## src/verilog/fts_pkg.sv

```systemverilog
// Purpose: Shared constants and carrier types for the fan speed monitor.
// Assumes: APB slave with 32-bit data, pclk at 125 MHz.
// Notes:   Offsets are byte addresses; each register is one aligned word.
package fts_pkg;
  ////////////////////////////////////////////////////////////////////////////
  // Register offsets
  localparam logic [11:0] OFS_CTRL = 12'h000;
  localparam logic [11:0] OFS_STAT = 12'h004;
  localparam logic [11:0] OFS_HIGH = 12'h008;
  localparam logic [11:0] OFS_LOW  = 12'h00C;
  // Control field positions
  localparam int CTRL_READ_LSB = 16;
  localparam int CTRL_TOG_IE   = 15;
  localparam int CTRL_RDY_IE   = 14;
  localparam int CTRL_EDGE_LSB = 11;
  localparam int CTRL_MODE     = 10;
  localparam int CTRL_FILT     = 8;
  localparam int CTRL_EN       = 1;
  localparam int CTRL_LIM_IE   = 0;
  // Status field positions
  localparam int STAT_RDY = 3;
  localparam int STAT_TOG = 2;
  localparam int STAT_LIM = 0;
  // Reset values and limits
  localparam logic [15:0] HIGH_RST = 16'hFFFF;
  localparam logic [15:0] LOW_RST  = 16'h0000;
  localparam logic [15:0] CNT_MAX  = 16'hFFFF;
  // Edge-count codes, stored as edges minus one
  localparam logic [3:0] EDGES_M1_00 = 4'h1;
  localparam logic [3:0] EDGES_M1_01 = 4'h2;
  localparam logic [3:0] EDGES_M1_10 = 4'h4;
  localparam logic [3:0] EDGES_M1_11 = 4'h8;
  // Timing: reference tick derived from pclk
  localparam int CLK_PERIOD_NS = 8;
  localparam int REF_PERIOD_NS = 10000;
  localparam int REF_DIV       = REF_PERIOD_NS / CLK_PERIOD_NS;
  localparam logic [10:0] REF_DIV_M1 = 11'(REF_DIV - 1);
  // Glitch filter: ticks an input level must persist
  localparam int FILT_TICKS = 2;
  localparam logic [1:0] FILT_TICKS_M1 = 2'(FILT_TICKS - 1);

  ////////////////////////////////////////////////////////////////////////////
  // APB carriers
  typedef struct packed {
    logic        psel;
    logic        penable;
    logic        pwrite;
    logic [11:0] paddr;
    logic [31:0] pwdata;
  } fts_apb_req_type;

  typedef struct packed {
    logic [31:0] prdata;
    logic        pready;
    logic        pslverr;
  } fts_apb_rsp_type;
endpackage : fts_pkg

```

## src/verilog/fts_monitor.sv

```systemverilog
// Purpose: Fan tachometer speed monitor with APB register access.
// Assumes: fan_speed_input may be asynchronous; pclk 125 MHz.
// Notes:   The 100 kHz reference is a tick derived from pclk.
// Function
// - Upper control half shows a read-only 16-bit latched counter copy.
// - Free-running mode copies counter to reading on every increment.
// - Reading never clears the counter; it wraps FFFFh to 0000h.
// - Clock mode latches on programmed edge count or counter reaching FFFFh.
// - Clock mode clears counter in the same cycle it copies it to the reading.
// - Clock mode reading FFFFh means edges missing within 655 ms.
// - Saturated FFFFh above a lower high limit raises the limit flag.
// - Control bit 15 gates the toggle event; resets to 0.
// - Control bit 14 gates the reading-ready event; resets to 0.
// - Bits 12:11 pick 2, 3, 5 or 9 edges; reset 00b.
// - Clock mode counts reference periods across the selected edges.
// - Mode bit 10 set counts reference ticks, latching at edge count.
// - Mode bit clear counts each rising edge of the speed input.
// - Bit 8 set drops input pulses that do not span two reference ticks.
// - Ready flag sets on clock-mode latch, write-1 clears, zero in mode 0.
// - Limit flag sets when reading passes high or low limit.
// - Event output is the OR of enabled status flags.
// - Run enable freezes the block; resuming keeps previous counter state.
`timescale 1ns/1ps
module fts_monitor (
  input  wire logic                     pclk,            // 125 MHz clock
  input  wire logic                     presetn,         // Async reset, low
  input  wire fts_pkg::fts_apb_req_type apb_req,         // APB request
  output      fts_pkg::fts_apb_rsp_type apb_rsp,         // APB answer
  input  wire logic                     fan_speed_input, // Fan speed pin
  output      logic                     speed_event      // Block event
);
  import fts_pkg::*;

  //////////////////////////////////////////////////////////////////////////////
  // State
  typedef struct packed {
    logic [15:0] reading;
    logic        tog_ie;
    logic        rdy_ie;
    logic [1:0]  edges;
    logic        mode;
    logic        filt_en;
    logic        en;
    logic        lim_ie;
    logic        st_rdy;
    logic        st_tog;
    logic        st_lim;
    logic [15:0] high;
    logic [15:0] low;
    logic [15:0] cnt;
    logic [3:0]  edge_cnt;
    logic [10:0] div;
    logic        sync1;
    logic        sync2;
    logic        filt;
    logic        filt_prev;
    logic [1:0]  stab;
    logic [31:0] prdata;
  } fts_state_type;

  fts_state_type st;
  fts_state_type next_st;
  logic          wr;
  logic          setup;
  logic          tick;
  logic          tgl;
  logic          rise;
  logic          lat_edge;
  logic          lat_sat;
  logic          lat;
  logic          over;

  //////////////////////////////////////////////////////////////////////////////
  // Decoders
  function automatic logic [3:0] edges_m1(input logic [1:0] code);
    case (code)
      2'h0:    edges_m1 = EDGES_M1_00;
      2'h1:    edges_m1 = EDGES_M1_01;
      2'h2:    edges_m1 = EDGES_M1_10;
      default: edges_m1 = EDGES_M1_11;
    endcase
  endfunction : edges_m1

  function automatic logic reg_hit(input logic [11:0] a);
    reg_hit = (a == OFS_CTRL) || (a == OFS_STAT) ||
              (a == OFS_HIGH) || (a == OFS_LOW);
  endfunction : reg_hit

  //////////////////////////////////////////////////////////////////////////////
  // Next-state logic
  always_comb begin
    next_st  = st;
    wr       = apb_req.psel & apb_req.penable & apb_req.pwrite;
    setup    = apb_req.psel & ~apb_req.penable;
    tick     = st.en && (st.div == REF_DIV_M1);
    tgl      = st.en && (st.filt != st.filt_prev);
    rise     = tgl && st.filt;
    lat_edge = 1'b0;
    lat_sat  = 1'b0;
    over     = (st.reading > st.high) || (st.reading < st.low);

    // Reference tick divider and input synchroniser
    if (st.en) begin
      next_st.div       = tick ? 11'h000 : 11'(st.div + 11'h001);
      next_st.sync1     = fan_speed_input;
      next_st.sync2     = st.sync1;
      next_st.filt_prev = st.filt;
    end

    // Glitch filter: new level must persist over two ticks
    if (st.en) begin
      if (!st.filt_en || (st.sync2 == st.filt)) begin
        next_st.stab = 2'h0;
        if (!st.filt_en) begin
          next_st.filt = st.sync2;
        end
      end else if (tick) begin
        if (st.stab == FILT_TICKS_M1) begin
          next_st.filt = st.sync2;
          next_st.stab = 2'h0;
        end else begin
          next_st.stab = 2'(st.stab + 2'h1);
        end
      end
    end

    // Counting
    if (!st.mode) begin
      next_st.edge_cnt = 4'h0;
      if (rise) begin
        next_st.cnt     = 16'(st.cnt + 16'h0001);
        next_st.reading = 16'(st.cnt + 16'h0001);
      end
    end else begin
      if (tgl) begin
        if (st.edge_cnt == 4'h0) begin
          next_st.edge_cnt = 4'h1;
          next_st.cnt      = 16'h0000;
        end else if (st.edge_cnt == edges_m1(st.edges)) begin
          lat_edge         = 1'b1;
          next_st.edge_cnt = 4'h1;
        end else begin
          next_st.edge_cnt = 4'(st.edge_cnt + 4'h1);
        end
      end
      lat_sat = tick && (st.cnt == CNT_MAX) && !lat_edge;
      if (lat_edge) begin
        next_st.reading = st.cnt;
        next_st.cnt     = 16'h0000;
      end else if (lat_sat) begin
        next_st.reading  = CNT_MAX;
        next_st.cnt      = 16'h0000;
        next_st.edge_cnt = 4'h0;
      end else if (tgl && st.edge_cnt == 4'h0) begin
        next_st.cnt = 16'h0000;
      end else if (tick && st.edge_cnt != 4'h0) begin
        next_st.cnt = 16'(st.cnt + 16'h0001);
      end else if (tick && st.cnt != 16'h0000) begin
        next_st.cnt = 16'(st.cnt + 16'h0001);
      end else if (tick) begin
        next_st.cnt = 16'h0001;
      end
    end
    lat = lat_edge | lat_sat;

    // Status flags: set wins over write-one clear
    next_st.st_rdy = st.mode & ((st.st_rdy & ~(wr && apb_req.paddr == OFS_STAT
                     && apb_req.pwdata[STAT_RDY])) | lat);
    next_st.st_tog = (st.st_tog & ~(wr && apb_req.paddr == OFS_STAT
                     && apb_req.pwdata[STAT_TOG])) | tgl;
    next_st.st_lim = (st.st_lim & ~(wr && apb_req.paddr == OFS_STAT
                     && apb_req.pwdata[STAT_LIM])) | over;

    // Register writes; reading field is not writable
    if (wr) begin
      case (apb_req.paddr)
        OFS_CTRL: begin
          next_st.tog_ie  = apb_req.pwdata[CTRL_TOG_IE];
          next_st.rdy_ie  = apb_req.pwdata[CTRL_RDY_IE];
          next_st.edges   = apb_req.pwdata[CTRL_EDGE_LSB+:2];
          next_st.mode    = apb_req.pwdata[CTRL_MODE];
          next_st.filt_en = apb_req.pwdata[CTRL_FILT];
          next_st.en      = apb_req.pwdata[CTRL_EN];
          next_st.lim_ie  = apb_req.pwdata[CTRL_LIM_IE];
        end
        OFS_HIGH: next_st.high = apb_req.pwdata[15:0];
        OFS_LOW:  next_st.low  = apb_req.pwdata[15:0];
        default:  next_st.high = st.high;
      endcase
    end

    // Read data captured in the setup phase
    if (setup) begin
      case (apb_req.paddr)
        OFS_CTRL: begin
          next_st.prdata = 32'h0000_0000;
          next_st.prdata[CTRL_READ_LSB+:16] = st.reading;
          next_st.prdata[CTRL_TOG_IE]       = st.tog_ie;
          next_st.prdata[CTRL_RDY_IE]       = st.rdy_ie;
          next_st.prdata[CTRL_EDGE_LSB+:2]  = st.edges;
          next_st.prdata[CTRL_MODE]         = st.mode;
          next_st.prdata[CTRL_FILT]         = st.filt_en;
          next_st.prdata[CTRL_EN]           = st.en;
          next_st.prdata[CTRL_LIM_IE]       = st.lim_ie;
        end
        OFS_STAT: begin
          next_st.prdata = 32'h0000_0000;
          next_st.prdata[STAT_RDY] = st.st_rdy;
          next_st.prdata[STAT_TOG] = st.st_tog;
          next_st.prdata[STAT_LIM] = st.st_lim;
        end
        OFS_HIGH: next_st.prdata = {16'h0000, st.high};
        OFS_LOW:  next_st.prdata = {16'h0000, st.low};
        default:  next_st.prdata = 32'h0000_0000;
      endcase
    end
  end

  //////////////////////////////////////////////////////////////////////////////
  // State register
  always_ff @(posedge pclk or negedge presetn) begin
    if (!presetn) begin
      st      <= '0;
      st.high <= HIGH_RST;
      st.low  <= LOW_RST;
    end else begin
      st <= next_st;
    end
  end

  //////////////////////////////////////////////////////////////////////////////
  // Outputs
  assign apb_rsp.prdata  = st.prdata;
  assign apb_rsp.pready  = 1'b1;
  assign apb_rsp.pslverr = apb_req.psel & apb_req.penable & ~reg_hit(apb_req.paddr);
  assign speed_event = (st.st_tog & st.tog_ie) | (st.st_rdy & st.rdy_ie)
                     | (st.st_lim & st.lim_ie);
endmodule : fts_monitor

```

## config.mk

```make
export PLATFORM = sky130hd
export DESIGN_NAME = fts_monitor
export DESIGN_NICKNAME = d
export VERILOG_FILES = /design/src/verilog/fts_pkg.sv /design/src/verilog/fts_monitor.sv
export SDC_FILE = /design/constraint.sdc
export NUM_CORES = 1
export LEC_CHECK = 0
export ABC_AREA = 1
export BUFFER_PORTS_ARGS = -buffer_cell sky130_fd_sc_hd__buf_2
export CORE_AREA = 2 2 162 164
export CTS_BUF_LIST = sky130_fd_sc_hd__clkbuf_4 sky130_fd_sc_hd__clkbuf_8
export DETAILED_ROUTE_END_ITERATION = 10
export DIE_AREA = 0 0 164 166
export GPL_TIMING_DRIVEN = 1
export MAX_ROUTING_LAYER = met4
export PLACE_DENSITY_LB_ADDON = 0.25
export SLEW_MARGIN = 5
export SYNTH_ARGS = -nofsm -noshare
export SYNTH_HDL_FRONTEND = slang
export SYNTH_SLANG_ARGS = --single-unit
```

## constraint.sdc

```tcl
create_clock -name pclk -period 2 [get_ports pclk]
set_input_delay 0.3 -clock pclk [delete_from_list [all_inputs] [get_ports pclk]]
set_output_delay 0.3 -clock pclk [all_outputs]
set_load 0.02 [all_outputs]
```

Word level (Yosys, flattened, before mapping)
Index checks and enable logic that the tools add are counted.

operators by class
  $lt $le $gt $ge = 2
  multiplexer cells = 36
  bitwise gates (word level) = 22
  equal/unequal tests = 15
  reductions and logical operators = 34
  add/subtract/negate cells = 4

operator list
  operator                                               number
  2-to-1 mux 16 bit                                      11
  one-hot mux 32 bit (4 select lines)                    1
  2-to-1 mux 20 bit                                      2
  2-to-1 mux 4 bit                                       7
  equality test 12 x 4 -> 1 bit (second input constant)  2
  adder 16 x 1 -> 16 bit (second input constant)         1
  equality test 16 bit (second input constant)           1
  > comparator 16 bit                                    1
  < comparator 16 bit                                    1
  != test 8 x 1 -> 1 bit (second input constant)         2
  nonzero test 16 bit                                    1
  equality test 12 x 3 -> 1 bit (second input constant)  1
  logical AND 1 bit                                      12
  logical NOT 12 bit                                     1
  one-hot mux 4 bit (3 select lines)                     1
  adder 11 x 1 -> 11 bit (second input constant)         1
  bitwise AND 1 bit                                      11
  equality test 11 bit (second input constant)           1
  2-to-1 mux 11 bit                                      1
  2-to-1 mux 1 bit                                       10
  AND reduction 2 bit                                    5
  2-to-1 mux 2 bit                                       3
  bitwise OR 1 bit                                       6
  nonzero test 2 bit                                     3
  17 further kinds                                       27

word-level totals
  bits in registers = 128
  word-level logic and storage cells = 135
  input port bits = 50
  output and inout port bits = 35

Logic depth before layout (Yosys ltp)
  depth after elaboration = 16
  mapped depth = 12
  depth with buffers taken out = 12

Least setup slack after synthesis
Ideal clock, no wire load.

  kind = register to register
  start = register st[49] in the netlist's numbering
  end = register st[58] in the netlist's numbering
  arrival time = 1585 ps
  buffers on the path = 1
  required time = 1935 ps
  stages on the path, launching flop included = 13
  setup time = 65 ps
  clock period less this slack = 1650 ps
  slack = 350 ps
  path through = dfrtp_1 > inv_2 > ha_1 > nand2_1 > inv_1 > nand2_1 > nand3_1 > nor2_1 > nand3_2 > nand2_4 > buf_6 > nand3_1 > nand2_1

between the ends
  word-level cells in the longest chain between the ends = 10
  elaborated cells between the ends (all ways) = 19
  classes of those cells = 3 x eq/ne; 9 x mux; 7 x reduce/logical

RTL lines
  what                                                                             RTL line            RTL
  from (decl)                                                                      fts_monitor.sv:61   fts_state_type st;
  from (signal assigned)                                                           fts_monitor.sv:227  st <= next_st;
  parallel branches: the longest is 10 deep, another holds != test 8 x 1 -> 1 bit  --

Parallel ways; which one is timed is not known. The select of a mux whose other input is x is not followed.
A chain may end at the register's enable or synchronous reset.

Worst setup path after layout
  start = register st[39] in the netlist's numbering
  end = register st[125] in the netlist's numbering

between the ends
  word-level cells in the longest chain between the ends = 6

RTL lines
  what                              RTL line            RTL
  equality test 11 bit              fts_monitor.sv:95   tick = st.en && (st.div == REF_DIV_M1);
  logical AND 1 bit                 fts_monitor.sv:95
  logical AND 1 bit (2 in series)   fts_monitor.sv:146  lat_sat = tick && (st.cnt == CNT_MAX) && !lat_edge;
  != test 3 x 1 -> 1 bit (no line)  --
  AND reduction 2 bit (no line)     --

No other way between the ends.

==> metrics.md <==
| Metric | Value |
|---|---|
| First-pass GRT wire length | 31700 um |
| Mapped Area | 7550 um^2 |
| Ys async rst share | 1.00 |
| Syn. warnings | 0 |
| CP Capture Type | flop |
| Routed Antenna Nets | 0 |
| Vias in the first global route | 6049 |
| GR Overflow Total | 0 |
| Setup CP Type | flop to flop |
| Maximum clock frequency | 0.557 GHz |
| Final hold violations | 0 |
| Tmin final | 1.79 ns |
| GRT Util Overall | 0.153 |
| Height of the die | 166 um |
| Hold EP | st[37] |
| Antenna violations before repair | 1 |
| Port bufs | 67 |
| Synth Register Bits | 128 |
| Reg clk slew, reported paths | 0.07 ns |
| Largest net degree at the start of global routing | 54 |
| IO Pins | 85 |
| Reg2reg setup slack | 0.21 ns |
| Startpoint Class | flop |
| WP data arrival | 2.10 ns |
| CTS buffer count | 17 |
| Initial Util | 0.295 |
| Routed WL | 19600 um |
| R2r startpoint | st[39] |
| Sequential area share after synthesis | 0.427 |
| Worst hold path class | primary input to flop |
| DRT iter0 DRCs | 367 |
| TNS Setup | 0 ns |
| Critical path origin | st[39] |
| Worst slew pin tran | 0.550 ns |
| Register Area | 3230 um^2 |
| DRC violations left | 0 |
| Place WS | 0.154 ns |
| Vias | 6188 |
| Post-CTS Setup Bufs | 0 |
| Die area | 27200 um^2 |
| Max_slew headroom | 0.633 |
| Leak Pwr | 4.32 nW |
| Cells after DPL | 1319 |
| Outcome | finished clean |
| Multi-input gate area | 3440 um^2 |
| Crit share post-route | 0.897 |
| Area Overhead vs Synth | 14.6% |
| CTS Sinks | 128 |
| CP max FO | 22 |
| Unrepaired setup endpoints after global routing | no |
| Cells after Synth | 942 |
| WP data required | 2.31 ns |
| Prevailing post-synth register cell | dfrtp_1 |
| Average size of a mapped cell | 8.02 um^2 |
| Number of cells on the worst reg-to-reg path | 12 |
| Hold_sp | fan_speed_input |
| Post-layout nets | 1091 |
| DIE WIDTH | 164 um |
| Fillcell total | 2702 |
| Worst hold stages | 3 |
| Worst-Skew Late Latency | 0.44 ns |
| Max-cap violations | 0 |
| Setup violations, final | 0 |
| Core area | 25600 um^2 |
| Layout cells sized above 1 | 0.203 |
| Detailed-route wire length per cell | 14.5 um |
| Netlist cell types | 45 |
| Non-Filler Instances | 1352 |
| PnR worst setup slack | 0.206 ns |
| Pwr/cell area | 878 nW/um^2 |
| R2r endpoint | st[125] |
| Gpl congestion | 0.829 |
| H-tree depth | 4 |
| VDD IR max | 0.340 mV |
| DRT Pass-1 Iters | 6 |
| Final setup skew | 0.0164 ns |
| Hpwl dp | 14700 um |
| CTS tree | done |
| # rows | 59 |
| Vias/cell | 4.58 |
| CTS Buffer Depth | 2 |
| Syn_nets | 1029 |
| EDFF count, synth | 0 |
| Root buf cell | clkbuf_8 |
| Max Slew Vio Count | 0 |
## critical path, stage by stage (launching register included)
cell and delay (ns):
dfrtp_1 0.43, inv_1 0.08, ha_1 0.16, nand3_1 0.12, nor2_4 0.14, nand2_2 0.07
nor2_2 0.09, nand2_2 0.10, nand3_2 0.08, nand2_2 0.06, buf_4 0.20, nand2_1 0.07
o21ai_1 0.06
## power by group
part | switching (mW) | total, mW | internal, mW
clock | 1.07 | 2.39 | 1.32
sequential | 0.411 | 3.31 | 2.90
combinational | 1.15 | 1.89 | 0.744
total | 2.63 | 7.60 | 4.97
## state kept, by name (all words and copies together) (netlist names)
signal / flops
st: 96
apb_rsp: 32
## metrics by stage
step                hold slack (ns)  instance area, um^2  utilization  power [mW]
floorplan                   0.00441                 7550            -        4.60
global placement              0.316                 8220        0.321        5.22
detailed placement            0.318                 8220        0.321        5.26
CTS                          0.0297                 8640        0.337        7.69
global route                 0.0456                 8650        0.338        8.16
finish                       0.0606                 8650        0.338        7.60
## worst max path at each step
stage,to,slack [ns],cells past startpoint
floorplan,st[58],0.35,12
global placement,st[61],0.18,11
detailed placement,st[63],0.15,11
CTS,st[61],0.12,11
global route,st[125],0.01,12
finish,st[125],0.21,12
## cell type report
class,instances,share of cell area
antenna,1,0.000289
clock buffer,21,0.0320
clock inverter,10,0.0159
inverter,128,0.0561
multi-input combinational,625,0.397
sequential,128,0.373
tap,335,0.0484
timing repair buffer,104,0.0776
## per-layer routing
| metal | part of all wire | wire [um] | track usage |
|---|---|---|---|
| met2 | 0.47 | 9280 | 0.243 |
| met4 | 0.0097 | 189 | 0.0385 |
| met3 | 0.041 | 805 | 0.0325 |
| met5 | 0 | 0 | - |
| met1 | 0.47 | 9290 | 0.198 |
## cells in the final DEF (no fill, tap or decap), types with 5 or more instances in the layout
cell type	netlist	final
nand2_2	4	5
o21ai_0	74	74
o21ai_1	11	11
a21oi_1	24	24
dfrtp_1	112	110
nand3_1	51	51
o221ai_1	8	8
inv_2	7	7
o21ai_2	17	17
buf_4	35	32
nand2_1	254	253
clkbuf_8	0	19
o31ai_1	8	8
dfstp_2	16	16
buf_2	7	66
nor2_4	5	6
nand3_2	5	5
inv_1	120	120
nor2_1	51	51
xor2_1	11	11
ha_1	37	37
o22ai_1	7	7
nor3_1	10	10
a22o_1	5	5
nand4_1	12	12
## cells by family (layout without fill, tap and decap cells)
logic type	Yosys count	after routing	share of synthesized area
and+or+nand+nor	411	411	0.246
buffers and inverters	189	263	0.119
AOI/OAI and AO/OA	162	162	0.130
DFF	128	128	0.427
adders and majority gates	37	37	0.0613
xor gates and xnor gates	14	14	0.0162
other	1	2	0.000497
## synth_stat cells (2+ instances only)
| library cell | instances | area share |
|---|---|---|
| nand2_2 | 4 | 0.0033 |
| buf_2 | 7 | 0.0046 |
| nand4_1 | 12 | 0.0099 |
| o22ai_1 | 7 | 0.0058 |
| nor4_4 | 2 | 0.0056 |
| xnor2_1 | 3 | 0.0035 |
| a21oi_1 | 24 | 0.016 |
| buf_4 | 35 | 0.035 |
| inv_1 | 120 | 0.060 |
| ha_1 | 37 | 0.061 |
| buf_6 | 6 | 0.0089 |
| o21ai_2 | 17 | 0.020 |
| inv_2 | 7 | 0.0035 |
| nand3_2 | 5 | 0.0066 |
| nor2_1 | 51 | 0.025 |
| nor3_1 | 10 | 0.0066 |
| dfrtp_1 | 112 | 0.37 |
| nor2_2 | 5 | 0.0041 |
| o211ai_1 | 4 | 0.0040 |
| a31oi_1 | 2 | 0.0017 |
| nor2_4 | 5 | 0.0075 |
| o31ai_1 | 8 | 0.0080 |
| o221ai_1 | 8 | 0.0093 |
| nand2_1 | 254 | 0.13 |
| o21ai_0 | 74 | 0.049 |
| nand3b_1 | 2 | 0.0020 |
| a22o_1 | 5 | 0.0058 |
| nand3_1 | 51 | 0.034 |
| clkbuf_1 | 12 | 0.0060 |
| dfstp_2 | 16 | 0.056 |
| nor3b_1 | 2 | 0.0020 |
| o21ai_1 | 11 | 0.0073 |
| xor2_1 | 11 | 0.013 |
| nor3_2 | 2 | 0.0027 |
## timing repair
item / in CTS / in global routing
hold endpoints to repair: 41 / 0
endpoints found under the setup margin: 0 / 17
resized for setup: 0 / 4
hold buffers: 1 / 0
Note: power is estimated with default switching activity, not from simulation.
